$ cat src/iodt_map.svh
/*
 holds the opcode patterns, field positions and clock counts of the decode
 and timing model; assumes inclusion by the decoder only.
*/
// Contract
// RULE_01: register copy forms take one clock
// RULE_02: immediate copy long and short forms, one clock
// RULE_03: accumulator displacement copies one clock, load miss
// RULE_04: extending copy three clocks, z picks sign
// RULE_05: stack store short, immediate one; long four
// RULE_06: stack load short one; memory form six
// RULE_07: swap three between registers, five with memory
// RULE_08: address load one, two with index
// RULE_09: three-bit operation field decodes eight ways
// RULE_10: bus timing given as r-b-w, fastest 2-1-2
// RULE_11: slower bus adds r-2 to miss
// RULE_12: misaligned access adds three clocks
// RULE_13: base from previous destination adds one
// RULE_14: index register adds one clock
// RULE_15: displacement with immediate adds one clock
// RULE_16: jump target miss adds r, 3b, r+3b
// RULE_17: access to filling line stalls until done
// RULE_18: write buffer wait adds w per entry
// RULE_19: each contending invalidate cycle adds one
// RULE_20: translation miss adds 13, 21 or 28
// RULE_21: unaligned multi-read miss adds r+3b fill
// RULE_22: size bit selects byte or full width
// RULE_23: form field 11 picks register operand
`ifndef IODT_MAP_SVH
`define IODT_MAP_SVH
`define IODT_ESCAPE 8'h0F
`define IODT_ACC_HI 3'h5
`define IODT_BASE_CLK 5'h01
`define IODT_EXT_CLK 5'h03
`define IODT_STK_LONG_CLK 5'h04
`define IODT_SWAP_MEM_CLK 5'h05
`define IODT_POP_MEM_CLK 5'h06
`define IODT_MISS_PEN 5'h02
`define IODT_MISALIGN_PEN 5'h03
`define IODT_FAST_R 4'h2
`define IODT_FAST_B 4'h1
`define IODT_FAST_W 4'h2
`define IODT_TLB_PEN0 6'h0D
`define IODT_TLB_PEN1 6'h15
`define IODT_TLB_PEN2 6'h1C
`define IODT_FORM_REG 2'h3
`define IODT_SIZE_POS 0
`define IODT_Z_POS 3
`endif

$ cat src/iodt_pkg.sv
/*
 holds the types of the decode and timing model; assumes the map header.
*/
package iodt_pkg;
   typedef enum logic [3:0] {
      IODT_OP_NONE = 4'h0,
      IODT_OP_COPY = 4'h1,
      IODT_OP_COPY_IMM = 4'h2,
      IODT_OP_COPY_ACC = 4'h3,
      IODT_OP_EXTEND = 4'h4,
      IODT_OP_STORE = 4'h5,
      IODT_OP_LOAD = 4'h6,
      IODT_OP_SWAP = 4'h7,
      IODT_OP_EAL = 4'h8
   } iodt_class_e;
   typedef enum logic [2:0] {
      IODT_ALU_SUM = 3'h0,
      IODT_ALU_OR = 3'h1,
      IODT_ALU_SUMC = 3'h2,
      IODT_ALU_DIFB = 3'h3,
      IODT_ALU_AND = 3'h4,
      IODT_ALU_DIF = 3'h5,
      IODT_ALU_XOR = 3'h6,
      IODT_ALU_RSV = 3'h7
   } iodt_alu_e;
   typedef enum logic [1:0] {
      IODT_ST_IDLE = 2'h0,
      IODT_ST_BUSY = 2'h1,
      IODT_ST_STALL = 2'h3
   } iodt_state_e;
endpackage

$ cat src/iodt_decode.sv
/*
 decodes one instruction and counts out its clocks; assumes the issuer holds
 the instruction steady while ISSUE is high and waits for DONE.
*/
`timescale 1ns/1ns
`include "iodt_map.svh"
module iodt_decode #(
   parameter logic [3:0] BUS_R = `IODT_FAST_R,
   parameter logic [3:0] BUS_B = `IODT_FAST_B,
   parameter logic [3:0] BUS_W = `IODT_FAST_W
) (
   input wire logic REF_CLK,
   input wire logic RST_N,
   input wire logic ISSUE,
   input wire logic [7:0] OPCODE,
   input wire logic [7:0] OPCODE2,
   input wire logic [7:0] OPERAND_LOCATOR,
   input wire logic HAS_INDEX,
   input wire logic HAS_DISP,
   input wire logic HAS_IMM,
   input wire logic [2:0] BASE_REG,
   input wire logic DATA_MISS,
   input wire logic MISALIGNED,
   input wire logic JUMP_MISS,
   input wire logic [1:0] JUMP_SPAN,
   input wire logic MULTI_UNALIGNED,
   input wire logic [1:0] WBUF_ENTRIES,
   input wire logic TLB_MISS,
   input wire logic [1:0] TLB_AD_WRITES,
   input wire logic FILL_BUSY,
   input wire logic INVALIDATE,
   output iodt_pkg::iodt_class_e OP_CLASS,
   output iodt_pkg::iodt_alu_e ALU_OP,
   output logic OPERAND_WIDE,
   output logic OPERAND_REG,
   output logic SIGN_EXTEND,
   output logic [2:0] DEST_REG,
   output logic [7:0] CLOCKS,
   output logic BUSY,
   output logic DONE
);
   import iodt_pkg::*;

   iodt_state_e state_ff, nxt_state;
   iodt_class_e class_ff;
   iodt_alu_e alu_ff;
   logic wide_ff, reg_ff, sext_ff, done_ff, busy_ff;
   logic [2:0] dest_ff;
   logic [7:0] count_ff, total_ff;
   iodt_class_e cls;
   logic [7:0] base_clk, extra;
   logic is_reg, is_load, is_mem;

   // cache-miss penalty widened for the bus speed
   function automatic logic [7:0] miss_pen();
      // RULE_10 RULE_11: r-2 on slower bus
      return 8'(`IODT_MISS_PEN) + 8'(BUS_R) - 8'(`IODT_FAST_R);
   endfunction

   // RULE_23: form field 11 register
   assign is_reg = (OPERAND_LOCATOR[7:6] == `IODT_FORM_REG);

   always_comb begin
      cls = IODT_OP_NONE;
      base_clk = 8'(`IODT_BASE_CLK);
      is_load = 1'b0;
      is_mem = !is_reg;
      if (OPCODE[7:2] == 6'h22) begin
         // RULE_01: register copy forms
         cls = IODT_OP_COPY;
         is_load = OPCODE[1];
      end else if (OPCODE[7:1] == 7'h63 && OPERAND_LOCATOR[5:3] == 3'h0) begin
         // RULE_02: long immediate copy
         cls = IODT_OP_COPY_IMM;
      end else if (OPCODE[7:4] == 4'hB) begin
         // RULE_02: short immediate copy
         cls = IODT_OP_COPY_IMM;
         is_mem = 1'b0;
      end else if (OPCODE[7:2] == 6'h28) begin
         // RULE_03: accumulator displacement copy
         cls = IODT_OP_COPY_ACC;
         is_load = !OPCODE[1];
         is_mem = 1'b1;
      end else if (OPCODE == `IODT_ESCAPE && OPCODE2[7:4] == 4'hB && OPCODE2[2:1] == 2'h3) begin
         // RULE_04: extending copy three clocks
         cls = IODT_OP_EXTEND;
         base_clk = 8'(`IODT_EXT_CLK);
         is_load = 1'b1;
      end else if (OPCODE[7:3] == 5'h0A || OPCODE[7:3] == 5'h0B) begin
         // RULE_05 RULE_06: short stack forms
         cls = OPCODE[3] ? IODT_OP_LOAD : IODT_OP_STORE;
         is_mem = 1'b0;
      end else if (OPCODE[7:2] == 6'h1A && !OPCODE[0]) begin
         // RULE_05: immediate stack store
         cls = IODT_OP_STORE;
         is_mem = 1'b0;
      end else if (OPCODE == 8'hFF && OPERAND_LOCATOR[5:3] == 3'h6) begin
         // RULE_05: long stack store four
         cls = IODT_OP_STORE;
         base_clk = 8'(`IODT_STK_LONG_CLK);
      end else if (OPCODE == 8'h8F && OPERAND_LOCATOR[5:3] == 3'h0) begin
         // RULE_06: memory stack load six
         cls = IODT_OP_LOAD;
         is_load = 1'b1;
         base_clk = is_reg ? 8'(`IODT_STK_LONG_CLK) : 8'(`IODT_POP_MEM_CLK);
      end else if (OPCODE[7:1] == 7'h43 || OPCODE[7:3] == 5'h12) begin
         // RULE_07: swap three or five
         cls = IODT_OP_SWAP;
         if (OPCODE[7:3] == 5'h12)
            is_mem = 1'b0;
         base_clk = (OPCODE[7:1] == 7'h43 && !is_reg) ? 8'(`IODT_SWAP_MEM_CLK) : 8'(`IODT_EXT_CLK);
      end else if (OPCODE == 8'h8D) begin
         // RULE_08: address load plus index
         cls = IODT_OP_EAL;
         is_mem = 1'b0;
      end
   end

   always_comb begin
      extra = 8'h00;
      if (DATA_MISS && is_load && is_mem)
         extra = extra + miss_pen();
      // RULE_12: misaligned access three
      if (MISALIGNED && is_mem)
         extra = extra + 8'(`IODT_MISALIGN_PEN);
      // RULE_13: base dependency one
      if (class_ff != IODT_OP_NONE && !is_reg && BASE_REG == dest_ff)
         extra = extra + 8'h01;
      // RULE_14 RULE_08: index adds one
      if (HAS_INDEX && !is_reg)
         extra = extra + 8'h01;
      // RULE_15: displacement with immediate
      if (HAS_DISP && HAS_IMM)
         extra = extra + 8'h01;
      // RULE_16: jump target miss
      if (JUMP_MISS) begin
         extra = extra + 8'(BUS_R);
         if (JUMP_SPAN != 2'h0)
            extra = extra + 8'(3 * BUS_B);
         if (JUMP_SPAN == 2'h2)
            extra = extra + 8'(BUS_R) + 8'(3 * BUS_B);
      end
      // RULE_18: write buffer drain
      extra = extra + 8'(WBUF_ENTRIES) * 8'(BUS_W);
      // RULE_20: translation miss
      if (TLB_MISS)
         extra = extra + (TLB_AD_WRITES == 2'h0 ? 8'(`IODT_TLB_PEN0) :
                          TLB_AD_WRITES == 2'h1 ? 8'(`IODT_TLB_PEN1) : 8'(`IODT_TLB_PEN2));
      // RULE_21: unaligned multi-read fill
      if (MULTI_UNALIGNED && DATA_MISS)
         extra = extra + 8'(BUS_R) + 8'(3 * BUS_B);
   end

   always_comb begin
      nxt_state = state_ff;
      case (state_ff)
         IODT_ST_IDLE: begin
            if (ISSUE)
               nxt_state = IODT_ST_BUSY;
         end
         IODT_ST_BUSY, IODT_ST_STALL: begin
            // RULE_17 RULE_19: fill and invalidate stall
            if (FILL_BUSY || INVALIDATE)
               nxt_state = IODT_ST_STALL;
            else if (count_ff <= 8'h01)
               nxt_state = IODT_ST_IDLE;
            else
               nxt_state = IODT_ST_BUSY;
         end
         default: nxt_state = IODT_ST_IDLE;
      endcase
   end

   always_ff @(posedge REF_CLK or negedge RST_N) begin
      if (!RST_N)
         state_ff <= IODT_ST_IDLE;
      else
         state_ff <= nxt_state;
   end

   // clock counter and total
   always_ff @(posedge REF_CLK or negedge RST_N) begin
      if (!RST_N) begin
         count_ff <= 8'h00;
         total_ff <= 8'h00;
      end else if (state_ff == IODT_ST_IDLE && ISSUE) begin
         count_ff <= base_clk + extra;
         total_ff <= base_clk + extra;
      end else if (state_ff != IODT_ST_IDLE && (FILL_BUSY || INVALIDATE)) begin
         // RULE_17 RULE_19: stalled clock counted
         total_ff <= total_ff + 8'h01;
      end else if (state_ff != IODT_ST_IDLE) begin
         count_ff <= count_ff - 8'h01;
      end
   end

   // decoded fields
   always_ff @(posedge REF_CLK or negedge RST_N) begin
      if (!RST_N) begin
         class_ff <= IODT_OP_NONE;
         alu_ff <= IODT_ALU_SUM;
         wide_ff <= 1'b0;
         reg_ff <= 1'b0;
         sext_ff <= 1'b0;
         dest_ff <= 3'h0;
      end else if (state_ff == IODT_ST_IDLE && ISSUE) begin
         class_ff <= cls;
         // RULE_09: operation field decode
         alu_ff <= iodt_alu_e'(OPERAND_LOCATOR[5:3]);
         // RULE_22: size bit width
         wide_ff <= (OPCODE[7:4] == 4'hB) ? OPCODE[3] :
                    (cls == IODT_OP_EXTEND) ? OPCODE2[`IODT_SIZE_POS] : OPCODE[`IODT_SIZE_POS];
         reg_ff <= !is_mem;
         // RULE_04: z selects sign
         sext_ff <= (cls == IODT_OP_EXTEND) && OPCODE2[`IODT_Z_POS];
         dest_ff <= (OPCODE[7:4] == 4'hB || OPCODE[7:4] == 4'h5 || OPCODE[7:3] == 5'h12) ?
                    OPCODE[2:0] : OPERAND_LOCATOR[5:3];
      end
   end

   always_ff @(posedge REF_CLK or negedge RST_N) begin
      if (!RST_N) begin
         done_ff <= 1'b0;
         busy_ff <= 1'b0;
      end else begin
         done_ff <= (state_ff != IODT_ST_IDLE) && (nxt_state == IODT_ST_IDLE);
         busy_ff <= (nxt_state != IODT_ST_IDLE);
      end
   end

   assign OP_CLASS = class_ff;
   assign ALU_OP = alu_ff;
   assign OPERAND_WIDE = wide_ff;
   assign OPERAND_REG = reg_ff;
   assign SIGN_EXTEND = sext_ff;
   assign DEST_REG = dest_ff;
   assign CLOCKS = total_ff;
   assign BUSY = busy_ff;
   assign DONE = done_ff;
endmodule

$ cat config.mk
export PLATFORM = sky130hd
export DESIGN_NAME = iodt_decode
export DESIGN_NICKNAME = d
export VERILOG_FILES = /design/src/iodt_pkg.sv /design/src/iodt_decode.sv
export VERILOG_INCLUDE_DIRS = /design/src
export SDC_FILE = /design/constraint.sdc
export NUM_CORES = 1
export LEC_CHECK = 0
export ABC_AREA = 1
export BUFFER_PORTS_ARGS = -buffer_cell sky130_fd_sc_hd__buf_2
export CORE_MARGIN = 3
export CORE_UTILIZATION = 53
export CTS_BUF_LIST = sky130_fd_sc_hd__clkbuf_4 sky130_fd_sc_hd__clkbuf_8
export DETAILED_ROUTE_END_ITERATION = 8
export PLACE_DENSITY = 0.8
export SYNTH_ARGS = -nofsm -noshare
export SYNTH_HDL_FRONTEND = slang
export SYNTH_SLANG_ARGS = --single-unit
$ cat constraint.sdc
create_clock -name REF_CLK -period 6.3 [get_ports REF_CLK]
set_input_delay 1.26 -clock REF_CLK [delete_from_list [all_inputs] [get_ports REF_CLK]]
set_output_delay 1.26 -clock REF_CLK [all_outputs]
set_load 0.01 [all_outputs]
==> summary.txt, run 1 <==
Placed design
  – Dpl ws: -595 ps
  – HPWL after DPL: 7920 µm
  – I/O Buffers: 65
  – Routability cong.: between 0.9 and 1

Global routing
  – Global-route usage over all layers: 57.6%
  – Largest net degree at the start of global routing: 34
  – Grt ovf: 2
  – Vias in the first global route: approximately 6,500
  – First-pass GRT wire length: ~34,000 µm

Logic synthesis
  – Synth warnings: 0
  – Synth Register Bits: 33
  – Top cell type's share of synthesized area: 22.6%
  – Post-synth EDFFs: 0
  – Synth area leaders: dfrtp_1 23%, nand2_1 15%, inv_1 8.6%
  – Post-synthesis sequential area ratio: between 20% and 30%
  – Synth area leader: dfrtp_1
  – Syn_nets: 663
  – Post-Synthesis Cells: 595
  – Main flop type after synthesis: dfrtp_1
  – Async set-or-reset flop fraction in the synthesized netlist: between 90% and 100%
  – Mapped cell area: ~3600 µm²
  – Syn_area_per_cell: between 6 and 7 µm²
  – Most frequent cell after synthesis: nand2_1
  – Synth cell count leaders: 148 x nand2_1, 84 x inv_1, 81 x nor2_1, 38 x nand3_1, 37 x o21ai_0
  – Post-synth cell types: 42

Floorplan
  – Initial Util: about 56%
  – Die width: around 89 µm
  – FP Rows: 29
  – Die H: 89.0 µm
  – Top-level I/O count: between 60 and 70

Outcome
  – Stop err: [ERROR GRT-0116] Global routing finished with congestion. Check the congestion regions in the DRC Viewer.
  – Stop stage: global routing (5_1_grt)
  – Status: did not finish

Clock tree
  – # H-tree levels: 2
  – Clock tree buffer depth: 2
  – # clock sinks: 33
  – CTS root buffer: clkbuf_8
  – TritonCTS Buffers: 5
  – Hold-fix buffers at CTS: 0
==> cells by family after synthesis <==
group                    synth area share [%]
flip-flops                               22.6
AO/OA/AOI/OAI                            13.3
XOR/XNOR                                 2.64
adder cells (fa/ha/maj)                  7.96
buffers and inverters                    10.9
AND/OR/NAND/NOR                          42.6
==> layer usage <==
layer / overflow / track usage (%)
met2: 1 / 80.8
met1: 0 / 58.8
met5: 0 / 2.60
met3: 0 / 33.2
met4: 1 / 55.6
==> through the flow <==
| step | area, µm² | util [%] | instances |
|---|---|---|---|
| after floorplan | 3780 | - | 595 |
| after global placement | 4690 | 72.2 | 799 |
| after detailed placement | 4690 | 72.2 | 799 |
| after CTS | 5950 | 91.5 | 930 |
==> what timing repair did <==
| action | 4_1_cts |
|---|---|
| pin swaps | 51 |
| endpoints found under the setup margin | 14 |
| gates resized for setup | 64 |
| setup buffers | 123 |
==> inputs of run 2 (changes only) <==
CORE_UTILIZATION = 40   (was 53)
CTS_BUF_LIST = not set   (was sky130_fd_sc_hd__clkbuf_4 sky130_fd_sc_hd__clkbuf_8)
PLACE_DENSITY = not set   (was 0.8)
PLACE_DENSITY_LB_ADDON = 0.15   (was not set)
clock period = 8.2 ns   (was 6.3 ns; I/O delays follow)
==> run 2 against run 1 <==
Net effect: the run now ends clean; synthesized cell count did not move; synthesized area did not move.
==> summary.txt, run 2 <==
Outcome
  – Status: finished clean

Global routing
  – Grt ovf: 0
  – Met1 Usage GRT: a little under a quarter
  – Grt peak-use layer: met2
  – Largest net degree at the start of global routing: 34
  – Vias in the first global route: ~3,600
  – Initial antenna violation count: 0
  – First-pass GRT wire length: 15,500 µm
  – M2 GR Usage: around 32%
  – Global-route usage over all layers: 18.0%
  – M3 GR Usage: between 1.5 and 2%

Clock tree
  – Worst-Skew Late Latency: roughly 290 ps
  – # H-tree levels: 2 (unchanged)
  – # clock sinks: 33 (unchanged)
  – Clock tree buffer depth: 2 (unchanged)
  – Hold-fix buffers at CTS: 0 (unchanged)
  – Worst-path clk slew: roughly 70 ps
  – TritonCTS Buffers: 5 (unchanged)
  – CTS root buffer: clkbuf_8
  – TritonCTS clock tree: built

STA
  – Worst-Margin Slew: around 1200 ps
  – Fin crit period: approximately 7600 ps
  – Final Setup Violations: 0
  – Clock Skews: 5.24 ps
  – Tcrit/Tclk final: 93.1%
  – Final hold vios: 0
  – FMAX: around 130 MHz
  – Final slew viol count: 0
  – Slew margin rel.: between 15 and 20%

Critical path
  – Worst path required time: 8410 ps
  – CP Data Arrival Time: ~7900 ps
  – Critical path fanouts, max: 5
  – Crit-path slowest cell: fa_1
  – Cells on worst reg2reg path: 40
  – Setup crit end kind: flop
  – Worst path max stage delay: around 400 ps
  – Most used cell, CP: nand2_1
  – R2r setup slk: approximately 1800 ps
  – CP Launch Type: primary input
  – Reg-to-Reg Start: DEST_REG[2]
  – Crit Path Class: primary input to flop
  – Reg-to-Reg End: CLOCKS[6]

Flow run
  – Max-cap violation count: 0

Power and ir drop
  – Design Power: about 990 µW
  – Lkg Pwr: between 0.002 and 0.0025 µW
  – PD cells: around 230 nW/µm²
  – VDD IR-drop max: between 0.07 and 0.08 mV

Detailed routing
  – DR iter-0 viols: ~190
  – DRT Pass-1 Iters: 5
  – Avg WL per Cell: approximately 11 µm
  – Vias per inst: roughly 5
  – Routed Antenna Nets: 0
  – WL final: ~9000 µm
  – DRC: 0
  – Vias: roughly 3,800

Logic synthesis
  – Synth area leader: dfrtp_1
  – Syn_nets: 663 (unchanged)
  – Post-synth EDFFs: 0 (unchanged)
  – Top cell type's share of synthesized area: 22.6% (unchanged)
  – Post-synthesis sequential area ratio: 22.6% (unchanged)
  – Synth cell count leaders: 148 x nand2_1, 84 x inv_1, 81 x nor2_1, 38 x nand3_1, 37 x o21ai_0
  – Synth Register Bits: 33 (unchanged)
  – Mapped cell area: 3650 µm² (unchanged)
  – Syn_area_per_cell: 6.13 µm² (unchanged)
  – Most frequent cell after synthesis: nand2_1
  – Synth warnings: 0 (unchanged)
  – Post-Synthesis Cells: 595 (unchanged)
  – Main flop type after synthesis: dfrtp_1
  – Synth area leaders: dfrtp_1 23%, nand2_1 15%, inv_1 8.6%
  – Post-synth cell types: 42 (unchanged)
  – Async set-or-reset flop fraction in the synthesized netlist: 100% (unchanged)

Floorplan
  – Die Area: between 10,000 and 15,000 µm²
  – Die width: 102 µm (+14%)
  – Top-level I/O count: 69 (unchanged)
  – FP Rows: 34 (+17%)
  – Die H: 102 µm (+14%)
  – Core Box Area: 8810 µm²
  – Initial Util: 41.4% (-15 points)

Placed design
  – HPWL after DPL: 7350 µm (-7.2%)
  – I/O Buffers: 65 (unchanged)
  – Placed cell count: 768 (-3.9%)
  – Routability cong.: 0.919 (-3.0%)

Hold path
  – Worst hold path class: flop to flop
  – Hold Path End: OPERAND_REG
  – Worst min-delay path startpoint: OPERAND_REG
  – Hold Path Depth: 2

Layout
  – Most common cell after layout, fill and taps aside: nand2_1
  – Syn-to-layout area delta: 17.7%
  – Commonest cells after routing, fill and taps aside: 143 x nand2_1, 83 x inv_1, 80 x nor2_1
  – Fin cells: ~780
  – Nets: approximately 740
  – Proportion of layout cells with a drive suffix above 1: 23.3%
  – # diodes: 0
[run 2: cell counts after synthesis]
Identical to the previous run, type by type.
[run 2: metal layers]
layer	routed length, µm	part of all wire, %	vias up
met3	325	3.7	6
met2	4330	49	77
li1	-	-	2050
met4	80	0.90	0
met5	0	0	-
met1	4150	47	1691
[run 2: worst max-delay path: cells and delay by family]
kind                       cells  cell delay [ps]
adders and majority gates      8             2490
AOI/OAI and AO/OA              5              670
buffers and inverters          7              470
and+or+nand+nor               23             2600
[run 2: how the worst max path moves through the flow]
stage	to	from	depth (start not counted)	slack [ps]
after floorplan	CLOCKS[6]	OPCODE[5]	40	730
after global placement	CLOCKS[6]	OPCODE[5]	42	110
after detailed placement	CLOCKS[6]	OPCODE[2]	43	-20
after CTS	CLOCKS[6]	OPCODE[2]	43	260
after global routing	CLOCKS[6]	OPCODE[5]	43	-20
final	CLOCKS[6]	OPCODE[5]	43	560
[run 2: repair_timing]
item,in CTS,in global routing
gates resized for setup,0,17
setup buffers,0,2
endpoints found under the setup margin,0,13
[run 2: logic make-up after synthesis]
family	count (synthesis)	synth area share (%)
simple gates	336	42.6
fa+ha+maj	22	7.96
flops	33	22.6
compound gates	88	13.3
buf+inv	105	10.9
xor+xnor	11	2.64
[run 2: metrics by stage]
stage / util, % / instance area [µm²] / worst slack [ps] / setup TNS [ps] / hold slack (ps)
after floorplan: - / 3650 / 727 / 0 / 486
after global placement: 47.0 / 4140 / 108 / 0 / 460
after detailed placement: 47.0 / 4140 / -21.1 / -36.5 / 461
after CTS: 48.0 / 4220 / 257 / 0 / 480
after global routing: 48.7 / 4290 / -24.6 / -24.6 / 503
final: 48.7 / 4290 / 564 / 0 / 472
[run 2: final cells by class]
cell class | count | area [µm²]
Clock inverter | 3 | 17.5
Tap cell | 108 | 135
Sequential cell | 33 | 826
Multi-Input combinational cell | 457 | 2480
Fill cell | 942 | 4510
Clock buffer | 5 | 68.8
Timing Repair Buffer | 75 | 400
Inverter | 97 | 364
[run 2: power breakdown]
part | total, µW | internal (µW) | switching (µW)
Sequential | 288 | 231 | 57.0
Combinational | 578 | 235 | 342
Clock | 119 | 58.5 | 60.9
(Power assumes the default switching activity.)
==> inputs of run 3 (changes only) <==
CELL_PAD_IN_SITES_DETAIL_PLACEMENT = 0   (was not set)
CELL_PAD_IN_SITES_GLOBAL_PLACEMENT = 1   (was not set)
CORE_UTILIZATION = 39   (was 40)
==> run 3 against run 2 <==
Net effect: register-to-register slack better by 100 ps; global-route usage up 0.47 points; clock skew up 5.6 ps; sequential power about the same; highest routed layer unchanged; via count up 0.78%; largest power group unchanged.
==> summary.txt, run 3 (synthesis results as in run 2) <==
Placed design
  – HPWL after DPL: 7660 µm (+4.2%)
  – I/O Buffers: 65 (unchanged)
  – Routability cong.: 0.838 (-8.9%)
  – Placed inst area: 4200 µm² (+1.5%)

Floorplan
  – Die Area: 10,600 µm² (+2.4%)
  – Core Box Area: 8890 µm² (+0.97%)
  – Die width: 103 µm (+1.2%)
  – FP Rows: 34 (unchanged)
  – Die H: 103 µm (+1.2%)
  – Top-level I/O count: 69 (unchanged)
  – Initial Util: 41.0% (-0.40 points)

Layout
  – Design area: 4290 µm² (about the same)
  – Proportion of layout cells with a drive suffix above 1: 23.1% (-0.14 points)
  – Most common cell after layout, fill and taps aside: nand2_1
  – Commonest cells after routing, fill and taps aside: 147 x nand2_1, 83 x inv_1, 78 x nor2_1
  – Final cell utilization of the core: 48.3% (-0.48 points)
  – FILL cells: 958 (+1.7%)
  – Nets: 743 (+0.81%)
  – Syn-to-layout area delta: 17.6% (about the same)
  – Multi-input logic area: 2450 µm² (-1.4%)
  – # diodes: 0 (unchanged)
  – Register cell area after layout: 826 µm² (unchanged)

Critical path
  – Worst path bufs/invs: 7 (unchanged)
  – CP Data Arrival Time: 7780 ps (-70 ps)
  – Worst path required time: 8410 ps (about the same)
  – Critical path fanouts, max: 5 (unchanged)
  – Crit path from: OPCODE[5]
  – CP Depth: 42 (-2.3%)
  – Largest delay contributor family on the critical path: simple AND/OR/NAND/NOR gates
  – Worst path max stage delay: 420 ps (about the same)
  – Reg-to-Reg Start: DEST_REG[2]
  – Crit Path Class: primary input to flop
  – Critical path destination: count_ff[6]
  – Setup crit end kind: flop
  – Reg-to-Reg End: count_ff[6]
  – Cells on worst reg2reg path: 40 (unchanged)
  – Crit-path slowest cell: fa_1
  – R2r setup slk: 1850 ps (+100 ps)
  – Most used cell, CP: nand2_1
  – CP Launch Type: primary input

Global routing
  – Initial antenna violation count: 0 (unchanged)
  – Grt ovf: 0 (unchanged)
  – First-pass GRT wire length: 15,900 µm (+2.8%)
  – Vias in the first global route: 3,708 (+2.6%)
  – Largest net degree at the start of global routing: 34 (unchanged)
  – Global-route usage over all layers: 18.5% (+0.47 points)

STA
  – FMAX: 132 MHz (+0.84%)
  – Fin crit period: 7570 ps (-63.7 ps)
  – Setup TNS: 0 ps (unchanged)
  – Final hold vios: 0 (unchanged)
  – RSZ-0062 raised after global routing: false
  – Slew margin rel.: 48.2% (+32 points)
  – Tcrit/Tclk final: 92.3% (-0.78 points)
  – Final slew viol count: 0 (unchanged)
  – Final Setup Violations: 0 (unchanged)
  – Worst-Margin Slew: 776 ps (-464 ps)
  – Clock Skews: 10.8 ps (+5.57 ps)

Clock tree
  – CTS root buffer: clkbuf_8
  – Clock tree buffer depth: 2 (unchanged)
  – Worst-Skew Late Latency: 280 ps (about the same)
  – Setup Fix Bufs, Post-CTS: 0 (unchanged)
  – # H-tree levels: 2 (unchanged)
  – Hold-fix buffers at CTS: 0 (unchanged)
  – # clock sinks: 33 (unchanged)
  – Worst-path clk slew: 60 ps (about the same)
  – TritonCTS Buffers: 5 (unchanged)
  – TritonCTS clock tree: built

Detailed routing
  – Avg WL per Cell: 11.9 µm (+4.2%)
  – WL final: 9310 µm (+4.7%)
  – Vias per inst: 4.93 (+0.27%)
  – Vias: 3,854 (+0.78%)
  – Routed Antenna Nets: 0 (unchanged)
  – DR iter-0 viols: 133 (-29%)
  – DRC: 0 (unchanged)
  – DRT Pass-1 Iters: 4 (-1)

Outcome
  – Status: finished clean

Flow run
  – Max-cap violation count: 0 (unchanged)

Power and ir drop
  – Internal power: 530 µW (+0.91%)
  – Switching Power: 465 µW (+1.1%)
  – PD cells: 232 nW/µm² (+1.0%)
  – Sequential power share: 29.2% (about the same)
  – VDD IR-drop max: 0.0797 mV (+7.6%)
  – Clk pwr share: 11.2% (-0.9 points)
  – Sw Ratio: 46.8% (+0.048 points)
  – Combinational group share of total power: 59.5% (+0.9 points)
  – Lkg Pwr: 0.00238 µW (+0.48%)

Hold path
  – Worst hold path class: flop to flop
  – Hold Path Depth: 2 (unchanged)
## run 3: how the worst min path moves through the flow
stage	startpoint	endpoint
6_report	ALU_OP[0]	ALU_OP[0]
5_1_grt	OPERAND_WIDE	OPERAND_WIDE
3_3_place_gp	ALU_OP[0]	ALU_OP[0]
4_1_cts	ALU_OP[0]	ALU_OP[0]
3_5_place_dp	ALU_OP[0]	ALU_OP[0]
2_1_floorplan	state_ff[1]	DONE
## run 3: what timing repair did
| item | in CTS | in global routing |
|---|---|---|
| resized for setup | 0 | 11 |
| hold endpoints to repair | 0 | 0 |
| setup endpoints to repair | 0 | 10 |
## run 3: worst reg2reg max path, delay by kind of cell (launching register included)
family	cells	cell delay, ps
adders and majority gates	8	2430
and+or+nand+nor	20	2340
AOI/OAI and AO/OA	5	620
buffers and inverters	7	480
DFF	1	390
## run 3: layer usage
metal | global-route usage, % | vias to the layer above | part of all wire (%)
met5 | 0 | - | 0
met3 | 3.04 | 13 | 3.3
met2 | 33.2 | 65 | 48
met4 | 4.54 | 0 | 1.3
li1 | - | 2048 | -
met1 | 23.0 | 1728 | 47
## run 3: layout make-up
cell class	instances	area share, %
clock inverter	1	0.117
tap	108	3.15
sequential	33	19.2
clock buffer	5	1.60
timing repair buffer	81	10.4
inverter	97	8.48
multi-input combinational	457	57.0
## run 3: power groups by stage
| stage | sequential [µW] | clock [µW] | combinational (µW) |
|---|---|---|---|
| floorplan | 305 | 0 | 397 |
| global route | 302 | 125 | 691 |
| finish | 291 | 112 | 593 |
| CTS | 292 | 116 | 592 |
| detailed placement | 294 | 0 | 588 |
| global placement | 293 | 0 | 572 |
## run 3: through the flow
stage	worst slack [ps]	hold slack (ps)	total power (µW)	cells
after floorplan	727	486	701	595
after global placement	123	460	865	776
after detailed placement	3.77	460	882	776
after CTS	293	479	1000	782
after global routing	21.5	512	1120	782
final	628	471	995	782
